## config.mk

```make
export PLATFORM = sky130hd
export DESIGN_NAME = irqlg_top
export DESIGN_NICKNAME = d
export VERILOG_FILES = /design/src/rtl/irqlg_pin_edge.v /design/src/rtl/irqlg_top.v
export VERILOG_INCLUDE_DIRS = /design/src /design/src/rtl
export SDC_FILE = /design/constraint.sdc
export NUM_CORES = 1
export LEC_CHECK = 0
export BUFFER_PORTS_ARGS = -buffer_cell sky130_fd_sc_hd__clkbuf_2
export CORE_MARGIN = 10
export CORE_UTILIZATION = 33
export CTS_CLUSTER_SIZE = 25
export DETAILED_ROUTE_END_ITERATION = 10
export PLACE_DENSITY = 0.66
export SYNTH_ARGS = -nofsm -noshare
export SYNTH_HDL_FRONTEND = slang
export SYNTH_HIERARCHICAL = 1
export SYNTH_SLANG_ARGS = --single-unit
```

## constraint.sdc

```tcl
create_clock -name clock -period 2.5 [get_ports clock]
set_input_delay 0.75 -clock clock [delete_from_list [all_inputs] [get_ports clock]]
set_output_delay 0.75 -clock clock [all_outputs]
set_load 0.02 [all_outputs]
```

## src/rtl/irqlg_regs.vh

```
/*
 Register map, field positions, reset values and edge codes of the
 interrupt request logic.
 Assumes APB with 32-bit data; each 4-bit register sits in the low
 bits of one aligned word at byte address four times its index.
*/
`ifndef IRQLG_REGS_VH
`define IRQLG_REGS_VH

// Register indexes; byte address is index * 4
`define IRQLG_IDX_CTRL0       10'h000
`define IRQLG_IDX_CTRL1       10'h001
`define IRQLG_IDX_EXT23       10'h022
`define IRQLG_IDX_EXT4        10'h023
`define IRQLG_IDX_EDGE_ONE    10'h026
`define IRQLG_IDX_EDGE_TWO    10'h027
`define IRQLG_ADDR_W          12

// Index 0x000 fields
`define IRQLG_BIT_GIE         0
`define IRQLG_BIT_FLAG0       2
`define IRQLG_BIT_MASK0       3
// Index 0x001 fields
`define IRQLG_BIT_FLAG1       0
`define IRQLG_BIT_MASK1       1
`define IRQLG_BIT_TA_FLAG     2
`define IRQLG_BIT_TA_MASK     3
// Index 0x022 fields
`define IRQLG_BIT_FLAG2       0
`define IRQLG_BIT_MASK2       1
`define IRQLG_BIT_FLAG3       2
`define IRQLG_BIT_MASK3       3
// Index 0x023 fields
`define IRQLG_BIT_FLAG4       0
`define IRQLG_BIT_MASK4       1

// Edge select fields
`define IRQLG_ESEL_LO         1:0
`define IRQLG_ESEL_HI         3:2
`define IRQLG_ESEL_RST        4'h0

// Edge codes
`define IRQLG_EDGE_NONE       2'h0
`define IRQLG_EDGE_FALL       2'h1
`define IRQLG_EDGE_RISE       2'h2
`define IRQLG_EDGE_BOTH       2'h3

// Reset values
`define IRQLG_GIE_RST         1'h0
`define IRQLG_FLAG_RST        1'h0
`define IRQLG_MASK_RST        1'h1

// Priority slots, highest first
`define IRQLG_NUM_SRC         7
`define IRQLG_SLOT_NONE       3'h7

`endif

```

## src/rtl/irqlg_pin_edge.v

```verilog
/*
 Pin synchroniser and programmable edge detector.
 Assumes the pin is asynchronous to clock; the edge code is static
 or changes only from clock-domain logic.
*/
`timescale 1ns/1ps
`include "irqlg_regs.vh"

module irqlg_pin_edge (
    // Clock and reset
    input  wire       clock,
    input  wire       arst_n,
    // Pin and edge choice
    input  wire       pin,
    input  wire [1:0] edge_sel,
    // One-cycle edge event
    output reg        edge_pulse
);

    reg sync_a;
    reg sync_b;
    reg prev;

    wire rise = sync_b & ~prev;
    wire fall = ~sync_b & prev;

    always @(posedge clock or negedge arst_n) begin
        if (!arst_n) begin
            sync_a     <= 1'b0;
            sync_b     <= 1'b0;
            prev       <= 1'b0;
            edge_pulse <= 1'b0;
        end else begin
            sync_a     <= pin;
            sync_b     <= sync_a;
            prev       <= sync_b;
            // Code 00 ignores both edges
            edge_pulse <= (edge_sel[0] & fall) | (edge_sel[1] & rise);
        end
    end

endmodule

```

## src/rtl/irqlg_top.v

```verilog
/*
 Interrupt request logic: pin edge detection, request flags, masks,
 global enable, fixed-priority selection and the APB register slave.
 Assumes one clock; the CPU sequencer pulses irq_taken when it enters
 a handler and return_from_interrupt_instr_exec when the return instruction runs; the timer
 and serial request inputs come from logic on the same clock.
*/
// Decided for this implementation: the APB slave port.
`timescale 1ns/1ps
`include "irqlg_regs.vh"

// Contract
// - Seven sources are ranked ext0, ext1, timer A, ext2, timer C or ext3, timer D or ext4, serial.
// - The global enable at bit 0 of index 0x000 blocks all requests when 0.
// - Taking an interrupt clears the global enable and the return instruction sets it.
// - A falling edge on pin zero or one sets its request flag.
// - Flags two to four are set by the edge chosen in the edge select registers.
// - Edge select one holds ext3 edge in bits 3:2 and ext2 edge in bits 1:0.
// - Edge select two holds capture edge in bits 3:2 and ext4 edge in bits 1:0.
// - Each external flag has a mask; 1 blocks the request but keeps the flag.
// - Timer A overflow sets the timer A flag at bit 2 of index 0x001.
// - The timer A mask at bit 3 of index 0x001 blocks timer A requests when 1.
// - Both edge select registers are 4-bit write-only and reset to zero.
module irqlg_top (
    // Clock and reset
    input  wire                     clock,
    input  wire                     arst_n,
    // APB slave
    input  wire                     psel,
    input  wire                     penable,
    input  wire                     pwrite,
    input  wire [`IRQLG_ADDR_W-1:0] paddr,
    input  wire [31:0]              pwdata,
    input  wire [3:0]               pstrb,
    output reg  [31:0]              prdata,
    output reg                      pready,
    output reg                      pslverr,
    // Interrupt pins
    input  wire                     ext_irq_pin_zero,
    input  wire                     ext_irq_pin_one,
    input  wire                     ext_irq_pin_two,
    input  wire                     ext_irq_pin_three,
    input  wire                     ext_irq_pin_four,
    input  wire                     capture_event_input,
    // On-chip sources
    input  wire                     timer_a_overflow,
    input  wire                     timer_c_request,
    input  wire                     timer_d_request,
    input  wire                     serial_request,
    // CPU sequencer
    input  wire                     irq_taken,
    input  wire                     return_from_interrupt_instr_exec,
    output reg                      irq_request,
    output reg  [2:0]               irq_slot,
    output reg                      global_irq_enable,
    // Capture edge for the timer
    output reg                      capture_edge
);

    ////////////////////////////////////////////////////////////////////
    // State

    reg [4:0] external_request_flags;
    reg [4:0] external_request_masks;
    reg       timer_a_overflow_flag;
    reg       timer_a_overflow_mask;
    reg [3:0] edge_select_one;
    reg [3:0] edge_select_two;

    wire [4:0] pin_edge;
    wire       capture_pulse;

    ////////////////////////////////////////////////////////////////////
    // Helpers

    // Lowest set bit wins, slot 0 being the highest priority
    function [2:0] first_slot;
        input [`IRQLG_NUM_SRC-1:0] pend;
        integer i;
        begin
            first_slot = `IRQLG_SLOT_NONE;
            for (i = `IRQLG_NUM_SRC - 1; i >= 0; i = i - 1) begin
                if (pend[i]) begin
                    first_slot = i[2:0];
                end
            end
        end
    endfunction

    // Word index from a byte address; misaligned gives an unused index
    function [9:0] word_index;
        input [`IRQLG_ADDR_W-1:0] addr;
        begin
            if (addr[1:0] != 2'h0) begin
                word_index = 10'h3FF;
            end else begin
                word_index = addr[`IRQLG_ADDR_W-1:2];
            end
        end
    endfunction

    ////////////////////////////////////////////////////////////////////
    // Pin edge detection

    irqlg_pin_edge u_edge0 (
        .clock      (clock),
        .arst_n     (arst_n),
        .pin        (ext_irq_pin_zero),
        .edge_sel   (`IRQLG_EDGE_FALL),
        .edge_pulse (pin_edge[0])
    );

    irqlg_pin_edge u_edge1 (
        .clock      (clock),
        .arst_n     (arst_n),
        .pin        (ext_irq_pin_one),
        .edge_sel   (`IRQLG_EDGE_FALL),
        .edge_pulse (pin_edge[1])
    );

    irqlg_pin_edge u_edge2 (
        .clock      (clock),
        .arst_n     (arst_n),
        .pin        (ext_irq_pin_two),
        .edge_sel   (edge_select_one[`IRQLG_ESEL_LO]),
        .edge_pulse (pin_edge[2])
    );

    irqlg_pin_edge u_edge3 (
        .clock      (clock),
        .arst_n     (arst_n),
        .pin        (ext_irq_pin_three),
        .edge_sel   (edge_select_one[`IRQLG_ESEL_HI]),
        .edge_pulse (pin_edge[3])
    );

    irqlg_pin_edge u_edge4 (
        .clock      (clock),
        .arst_n     (arst_n),
        .pin        (ext_irq_pin_four),
        .edge_sel   (edge_select_two[`IRQLG_ESEL_LO]),
        .edge_pulse (pin_edge[4])
    );

    irqlg_pin_edge u_edge_cap (
        .clock      (clock),
        .arst_n     (arst_n),
        .pin        (capture_event_input),
        .edge_sel   (edge_select_two[`IRQLG_ESEL_HI]),
        .edge_pulse (capture_pulse)
    );

    ////////////////////////////////////////////////////////////////////
    // APB decode

    wire [9:0] acc_idx  = word_index(paddr);
    wire       acc_done = psel & penable & pready;
    wire       wr_lane0 = acc_done & pwrite & pstrb[0];

    reg        hit;
    reg [3:0]  rd_nibble;

    // Edge select registers read as zero since they are write-only
    always @* begin
        hit       = 1'b1;
        rd_nibble = 4'h0;
        if (acc_idx == `IRQLG_IDX_CTRL0) begin
            rd_nibble[`IRQLG_BIT_GIE]   = global_irq_enable;
            rd_nibble[`IRQLG_BIT_FLAG0] = external_request_flags[0];
            rd_nibble[`IRQLG_BIT_MASK0] = external_request_masks[0];
        end else if (acc_idx == `IRQLG_IDX_CTRL1) begin
            rd_nibble[`IRQLG_BIT_FLAG1]   = external_request_flags[1];
            rd_nibble[`IRQLG_BIT_MASK1]   = external_request_masks[1];
            rd_nibble[`IRQLG_BIT_TA_FLAG] = timer_a_overflow_flag;
            rd_nibble[`IRQLG_BIT_TA_MASK] = timer_a_overflow_mask;
        end else if (acc_idx == `IRQLG_IDX_EXT23) begin
            rd_nibble[`IRQLG_BIT_FLAG2] = external_request_flags[2];
            rd_nibble[`IRQLG_BIT_MASK2] = external_request_masks[2];
            rd_nibble[`IRQLG_BIT_FLAG3] = external_request_flags[3];
            rd_nibble[`IRQLG_BIT_MASK3] = external_request_masks[3];
        end else if (acc_idx == `IRQLG_IDX_EXT4) begin
            rd_nibble[`IRQLG_BIT_FLAG4] = external_request_flags[4];
            rd_nibble[`IRQLG_BIT_MASK4] = external_request_masks[4];
        end else if (acc_idx == `IRQLG_IDX_EDGE_ONE) begin
            rd_nibble = 4'h0;
        end else if (acc_idx == `IRQLG_IDX_EDGE_TWO) begin
            rd_nibble = 4'h0;
        end else begin
            hit = 1'b0;
        end
    end

    wire wr_ctrl0 = wr_lane0 & (acc_idx == `IRQLG_IDX_CTRL0);
    wire wr_ctrl1 = wr_lane0 & (acc_idx == `IRQLG_IDX_CTRL1);
    wire wr_ext23 = wr_lane0 & (acc_idx == `IRQLG_IDX_EXT23);
    wire wr_ext4  = wr_lane0 & (acc_idx == `IRQLG_IDX_EXT4);
    wire wr_edge_select_one  = wr_lane0 & (acc_idx == `IRQLG_IDX_EDGE_ONE);
    wire wr_edge_select_two  = wr_lane0 & (acc_idx == `IRQLG_IDX_EDGE_TWO);

    // One wait state: pready rises in the second access cycle
    always @(posedge clock or negedge arst_n) begin
        if (!arst_n) begin
            pready  <= 1'b0;
            pslverr <= 1'b0;
            prdata  <= 32'h0000_0000;
        end else begin
            pready  <= psel & penable & ~pready;
            pslverr <= psel & penable & ~pready & ~hit;
            if (psel & penable & ~pready & ~pwrite) begin
                prdata <= {28'h000_0000, rd_nibble};
            end else begin
                prdata <= 32'h0000_0000;
            end
        end
    end

    ////////////////////////////////////////////////////////////////////
    // Flags, masks, edge selects

    reg [4:0] next_flags;
    reg [4:0] next_masks;
    reg       next_ta_flag;
    reg       next_ta_mask;

    always @* begin
        next_flags   = external_request_flags;
        next_masks   = external_request_masks;
        next_ta_flag = timer_a_overflow_flag;
        next_ta_mask = timer_a_overflow_mask;
        // Software writes first, so a same-cycle event still sets
        if (wr_ctrl0) begin
            next_flags[0] = pwdata[`IRQLG_BIT_FLAG0];
            next_masks[0] = pwdata[`IRQLG_BIT_MASK0];
        end
        if (wr_ctrl1) begin
            next_flags[1] = pwdata[`IRQLG_BIT_FLAG1];
            next_masks[1] = pwdata[`IRQLG_BIT_MASK1];
            next_ta_flag  = pwdata[`IRQLG_BIT_TA_FLAG];
            next_ta_mask  = pwdata[`IRQLG_BIT_TA_MASK];
        end
        if (wr_ext23) begin
            next_flags[2] = pwdata[`IRQLG_BIT_FLAG2];
            next_masks[2] = pwdata[`IRQLG_BIT_MASK2];
            next_flags[3] = pwdata[`IRQLG_BIT_FLAG3];
            next_masks[3] = pwdata[`IRQLG_BIT_MASK3];
        end
        if (wr_ext4) begin
            next_flags[4] = pwdata[`IRQLG_BIT_FLAG4];
            next_masks[4] = pwdata[`IRQLG_BIT_MASK4];
        end
        next_flags = next_flags | pin_edge;
        if (timer_a_overflow) begin
            next_ta_flag = 1'b1;
        end
    end

    always @(posedge clock or negedge arst_n) begin
        if (!arst_n) begin
            external_request_flags <= {5{`IRQLG_FLAG_RST}};
            external_request_masks <= {5{`IRQLG_MASK_RST}};
            timer_a_overflow_flag  <= `IRQLG_FLAG_RST;
            timer_a_overflow_mask  <= `IRQLG_MASK_RST;
            edge_select_one        <= `IRQLG_ESEL_RST;
            edge_select_two        <= `IRQLG_ESEL_RST;
        end else begin
            external_request_flags <= next_flags;
            external_request_masks <= next_masks;
            timer_a_overflow_flag  <= next_ta_flag;
            timer_a_overflow_mask  <= next_ta_mask;
            if (wr_edge_select_one) begin
                edge_select_one <= pwdata[3:0];
            end
            if (wr_edge_select_two) begin
                edge_select_two <= pwdata[3:0];
            end
        end
    end

    ////////////////////////////////////////////////////////////////////
    // Global enable

    // A take in the same cycle as a write or return leaves it cleared
    always @(posedge clock or negedge arst_n) begin
        if (!arst_n) begin
            global_irq_enable <= `IRQLG_GIE_RST;
        end else if (irq_taken) begin
            global_irq_enable <= 1'b0;
        end else if (return_from_interrupt_instr_exec) begin
            global_irq_enable <= 1'b1;
        end else if (wr_ctrl0) begin
            global_irq_enable <= pwdata[`IRQLG_BIT_GIE];
        end
    end

    ////////////////////////////////////////////////////////////////////
    // Priority selection

    wire [4:0] ext_live = external_request_flags & ~external_request_masks;
    wire       ta_live  = timer_a_overflow_flag & ~timer_a_overflow_mask;

    wire [`IRQLG_NUM_SRC-1:0] pending = {
        serial_request,
        ext_live[4] | timer_d_request,
        ext_live[3] | timer_c_request,
        ext_live[2],
        ta_live,
        ext_live[1],
        ext_live[0]
    };

    // Request drops in the cycle after a take, since irq_taken gates it directly
    always @(posedge clock or negedge arst_n) begin
        if (!arst_n) begin
            irq_request  <= 1'b0;
            irq_slot     <= `IRQLG_SLOT_NONE;
            capture_edge <= 1'b0;
        end else begin
            irq_request  <= global_irq_enable & ~irq_taken & (|pending);
            irq_slot     <= first_slot(pending);
            capture_edge <= capture_pulse;
        end
    end

endmodule

```

==> out/results.tsv <==
stage	metric	value	unit
status	status	complete, no violations	
clock_network	CTS sink cnt	56	
logic_synthesis	sequential element share of the synthesized area	56.5	%
sta	final-report setup violation count	0	
global_route	vias in the first global route	1700	
logic_synthesis	syn avg cell area	11.9	um2
power	Gate power share	8.5	%
sta	Clock Skew	0.00310	ns
global_route	Remaining Overflow, GRT	0	
layout	most frequent cells in the layout	dfrtp_1 (47), clkbuf_2 (45), conb_1 (32)	
layout	post-layout util	39.8	%
die	core area	7290	um2
drt	1st-pass router iterations	4	
drt	Via Count	1647	
placement	post-placement cell count	362	
drt	final WL	4.99	mm
layout	layout cells sized above 1	35.9	%
layout	commonest non-fill, non-tap cell in the layout	dfrtp_1	
die	starting density of the core	34.3	%
clock_network	worst skew pair latency	0.30	ns
drt	DRC viols	0	
placement	PortBufs	45	
global_route	initial antenna violation count	0	
flow_run	total of max-cap violations	0	
drt	Starting DRT DRC Count	61	
worst_setup_path	CP Capture Type	register	
sta	Slew Viols, Final	0	
power	Leak	0.00136	uW
layout	Reg area	1410	um2
clock_network	CTS tree	built	
placement	DP HPWL	3.96	mm
sta	fin crit period	2.04	ns
layout	fin cells	369	
die	die height	107	um
worst_hold_path	HP Class	register to register	
power	PD cells	541	nW/um2
drt	DR WL/cell	13.5	um
sta	period utilisation layout	81.6	%
sta	Peak Freq	490	MHz
global_route	pin count of the biggest net entering global routing	57	
global_route	first-pass GRT wire length	8.31	mm
clock_network	Clock Tree Buf Depth	2	
clock_network	hold buffer count at cts	0	
die	FP Rows	31	
logic_synthesis	synthesis-stage register bit count	56	
die	die width	107	um
die	die area	11500	um2
worst_setup_path	Worst Path Max Fanout	5	
layout	antenna cell count	0	
clock_network	# resized after CTS	0	
power	Sequential Power Share	59.8	%
power	internal power	1190	uW
clock_network	htree depth	2	
clock_network	post-CTS setup buffer count	0	
placement	DP Area	2810	um2
global_route	GRT Total Usage	8.91	%
power	worst vdd ir	243	uV
drt	antenna viol nets, final	0	
worst_setup_path	Critical Path RT	2.69	ns
layout	Nets	335	
power	clock power share	31.6	%
logic_synthesis	synthesized area	2500	um2
logic_synthesis	Synthesis Warnings	6	
worst_setup_path	CP Class	input pin to register	
sta	setup TNS	0	ns
layout	Filler Cell Count	750	
worst_setup_path	Setup crit start kind	input pin	
worst_setup_path	delay of the slowest critical-path stage	0.48	ns
sta	RSZ-0062 raised after global routing	false	
die	# IOs	105	
layout	synthesis-to-layout area growth	16.0	%
clock_network	TritonCTS buffer count	5	
logic_synthesis	synth unique cells	42	
worst_setup_path	slowest CP cell	or4_4	
placement	GP Congestion	0.822	
logic_synthesis	cells after synthesis	210	
sta	Final Hold Violating Endpoints	0	
layout	multi-input logic area	960	um2
power	switch share	24.3	%
worst_setup_path	Worst Path Arrival	2.23	ns
worst_setup_path	crit-path cells	clkbuf_2, or3_4, nand2b_4, or4_4, mux2_4	
drt	Vias/cell	4.46	
clock_network	root buf cell	clkbuf_8	
power	switching power	381	uW
layout	design area	2900	um2
clock_network	clk slew on worst S/H paths	0.09	ns
## through the flow
step                power (uW)  setup slack, ns  hold WS (ns)
floorplan                 1050            0.270         0.331
global route              1640            0.443         0.361
CTS                       1590            0.468         0.357
global placement          1090            0.156         0.333
detailed placement        1090            0.140         0.335
finish                    1570            0.461         0.355
## critical path: cells and delay by family
| kind | cells | cell delay, ns |
|---|---|---|
| buffers and inverters | 1 | 0.11 |
| muxes | 1 | 0.32 |
| and+or+nand+nor | 3 | 1.05 |
## final cells by class
class / instances / area share, %
clock inverter: 1 / 0.302
sequential: 56 / 48.7
clock buffer: 6 / 2.85
inverter: 4 / 0.518
multi-input combinational: 150 / 33.1
tap: 99 / 4.27
timing repair buffer: 53 / 10.3
## power groups by stage
stage	registers, uW	logic (uW)	clock network, uW
global route	942	150	550
detailed placement	956	134	0
floorplan	958	93.6	0
finish	938	134	496
global placement	955	132	0
CTS	939	134	518
## logic make-up after synthesis
group	Yosys count	synth area share, %
muxes	21	9.81
DFF	56	56.5
and+or+nand+nor	76	17.6
buffers and inverters	34	9.61
other	2	0.300
AOI/OAI and AO/OA	21	6.16
## worst paths after layout
path	from	to	cells after the start	slack, ns
setup / recovery	paddr[1]	edge_select_two[3]	5	0.46
hold / removal	u_edge3/sync_a	u_edge3/sync_b	0	0.36
setup reg to reg	pready	edge_select_two[3]	3	0.80
hold reg to reg	u_edge3/sync_a	u_edge3/sync_b	0	0.36
max in group asynchronous	arst_n	external_request_masks[4]	2	1.77
min in group asynchronous	arst_n	u_edge1/sync_b	2	0.43
## flip-flops by register name (all words and copies together) (netlist names), 3 cells and up
| name | count |
|---|---|
| edge_select_one | 4 |
| edge_select_two | 4 |
| external_request_flags | 5 |
| external_request_masks | 5 |
| irq_slot | 3 |
| prdata | 4 |
## cells in the mapped netlist (all sizes together)
master,instances,area (um2)
dfstp,9,236
nand3,7,35.0
a21oi,3,15.0
and2,1,6.26
nor2,20,75.1
buf,29,221
nand2,11,41.3
o21ai,9,67.6
a31oi,2,12.5
nor3b,2,15.0
a2111oi,1,8.76
nor2b,2,12.5
nand3b,6,45.0
and4bb,1,12.5
dfrtp,47,1180
or3,3,23.8
mux2,16,195
inv,4,15.0
nand4,1,6.26
and4,2,17.5
a221oi,1,8.76
clkbuf,1,3.75
nor3,4,25.0
o311a,1,10.0
a211oi,1,7.51
or4,2,18.8
and3,3,18.8
nand4bb,1,11.3
conb,2,7.51
a211o,1,8.76
nand2b,6,45.0
mux2i,5,50.1
a22oi,2,15.0
nor4,4,31.3
## layer usage
layer | wire, um | GRT usage, % | vias up | share of wire [%]
met2 | 2350 | 14.1 | 62 | 47
met1 | 2090 | 10.3 | 791 | 42
met5 | 0 | 0 | - | 0
met3 | 494 | 4.25 | 5 | 9.9
li1 | - | - | 789 | -
met4 | 58 | 3.09 | 0 | 1.2
No activity file was read; power rests on OpenSTA's default activity.
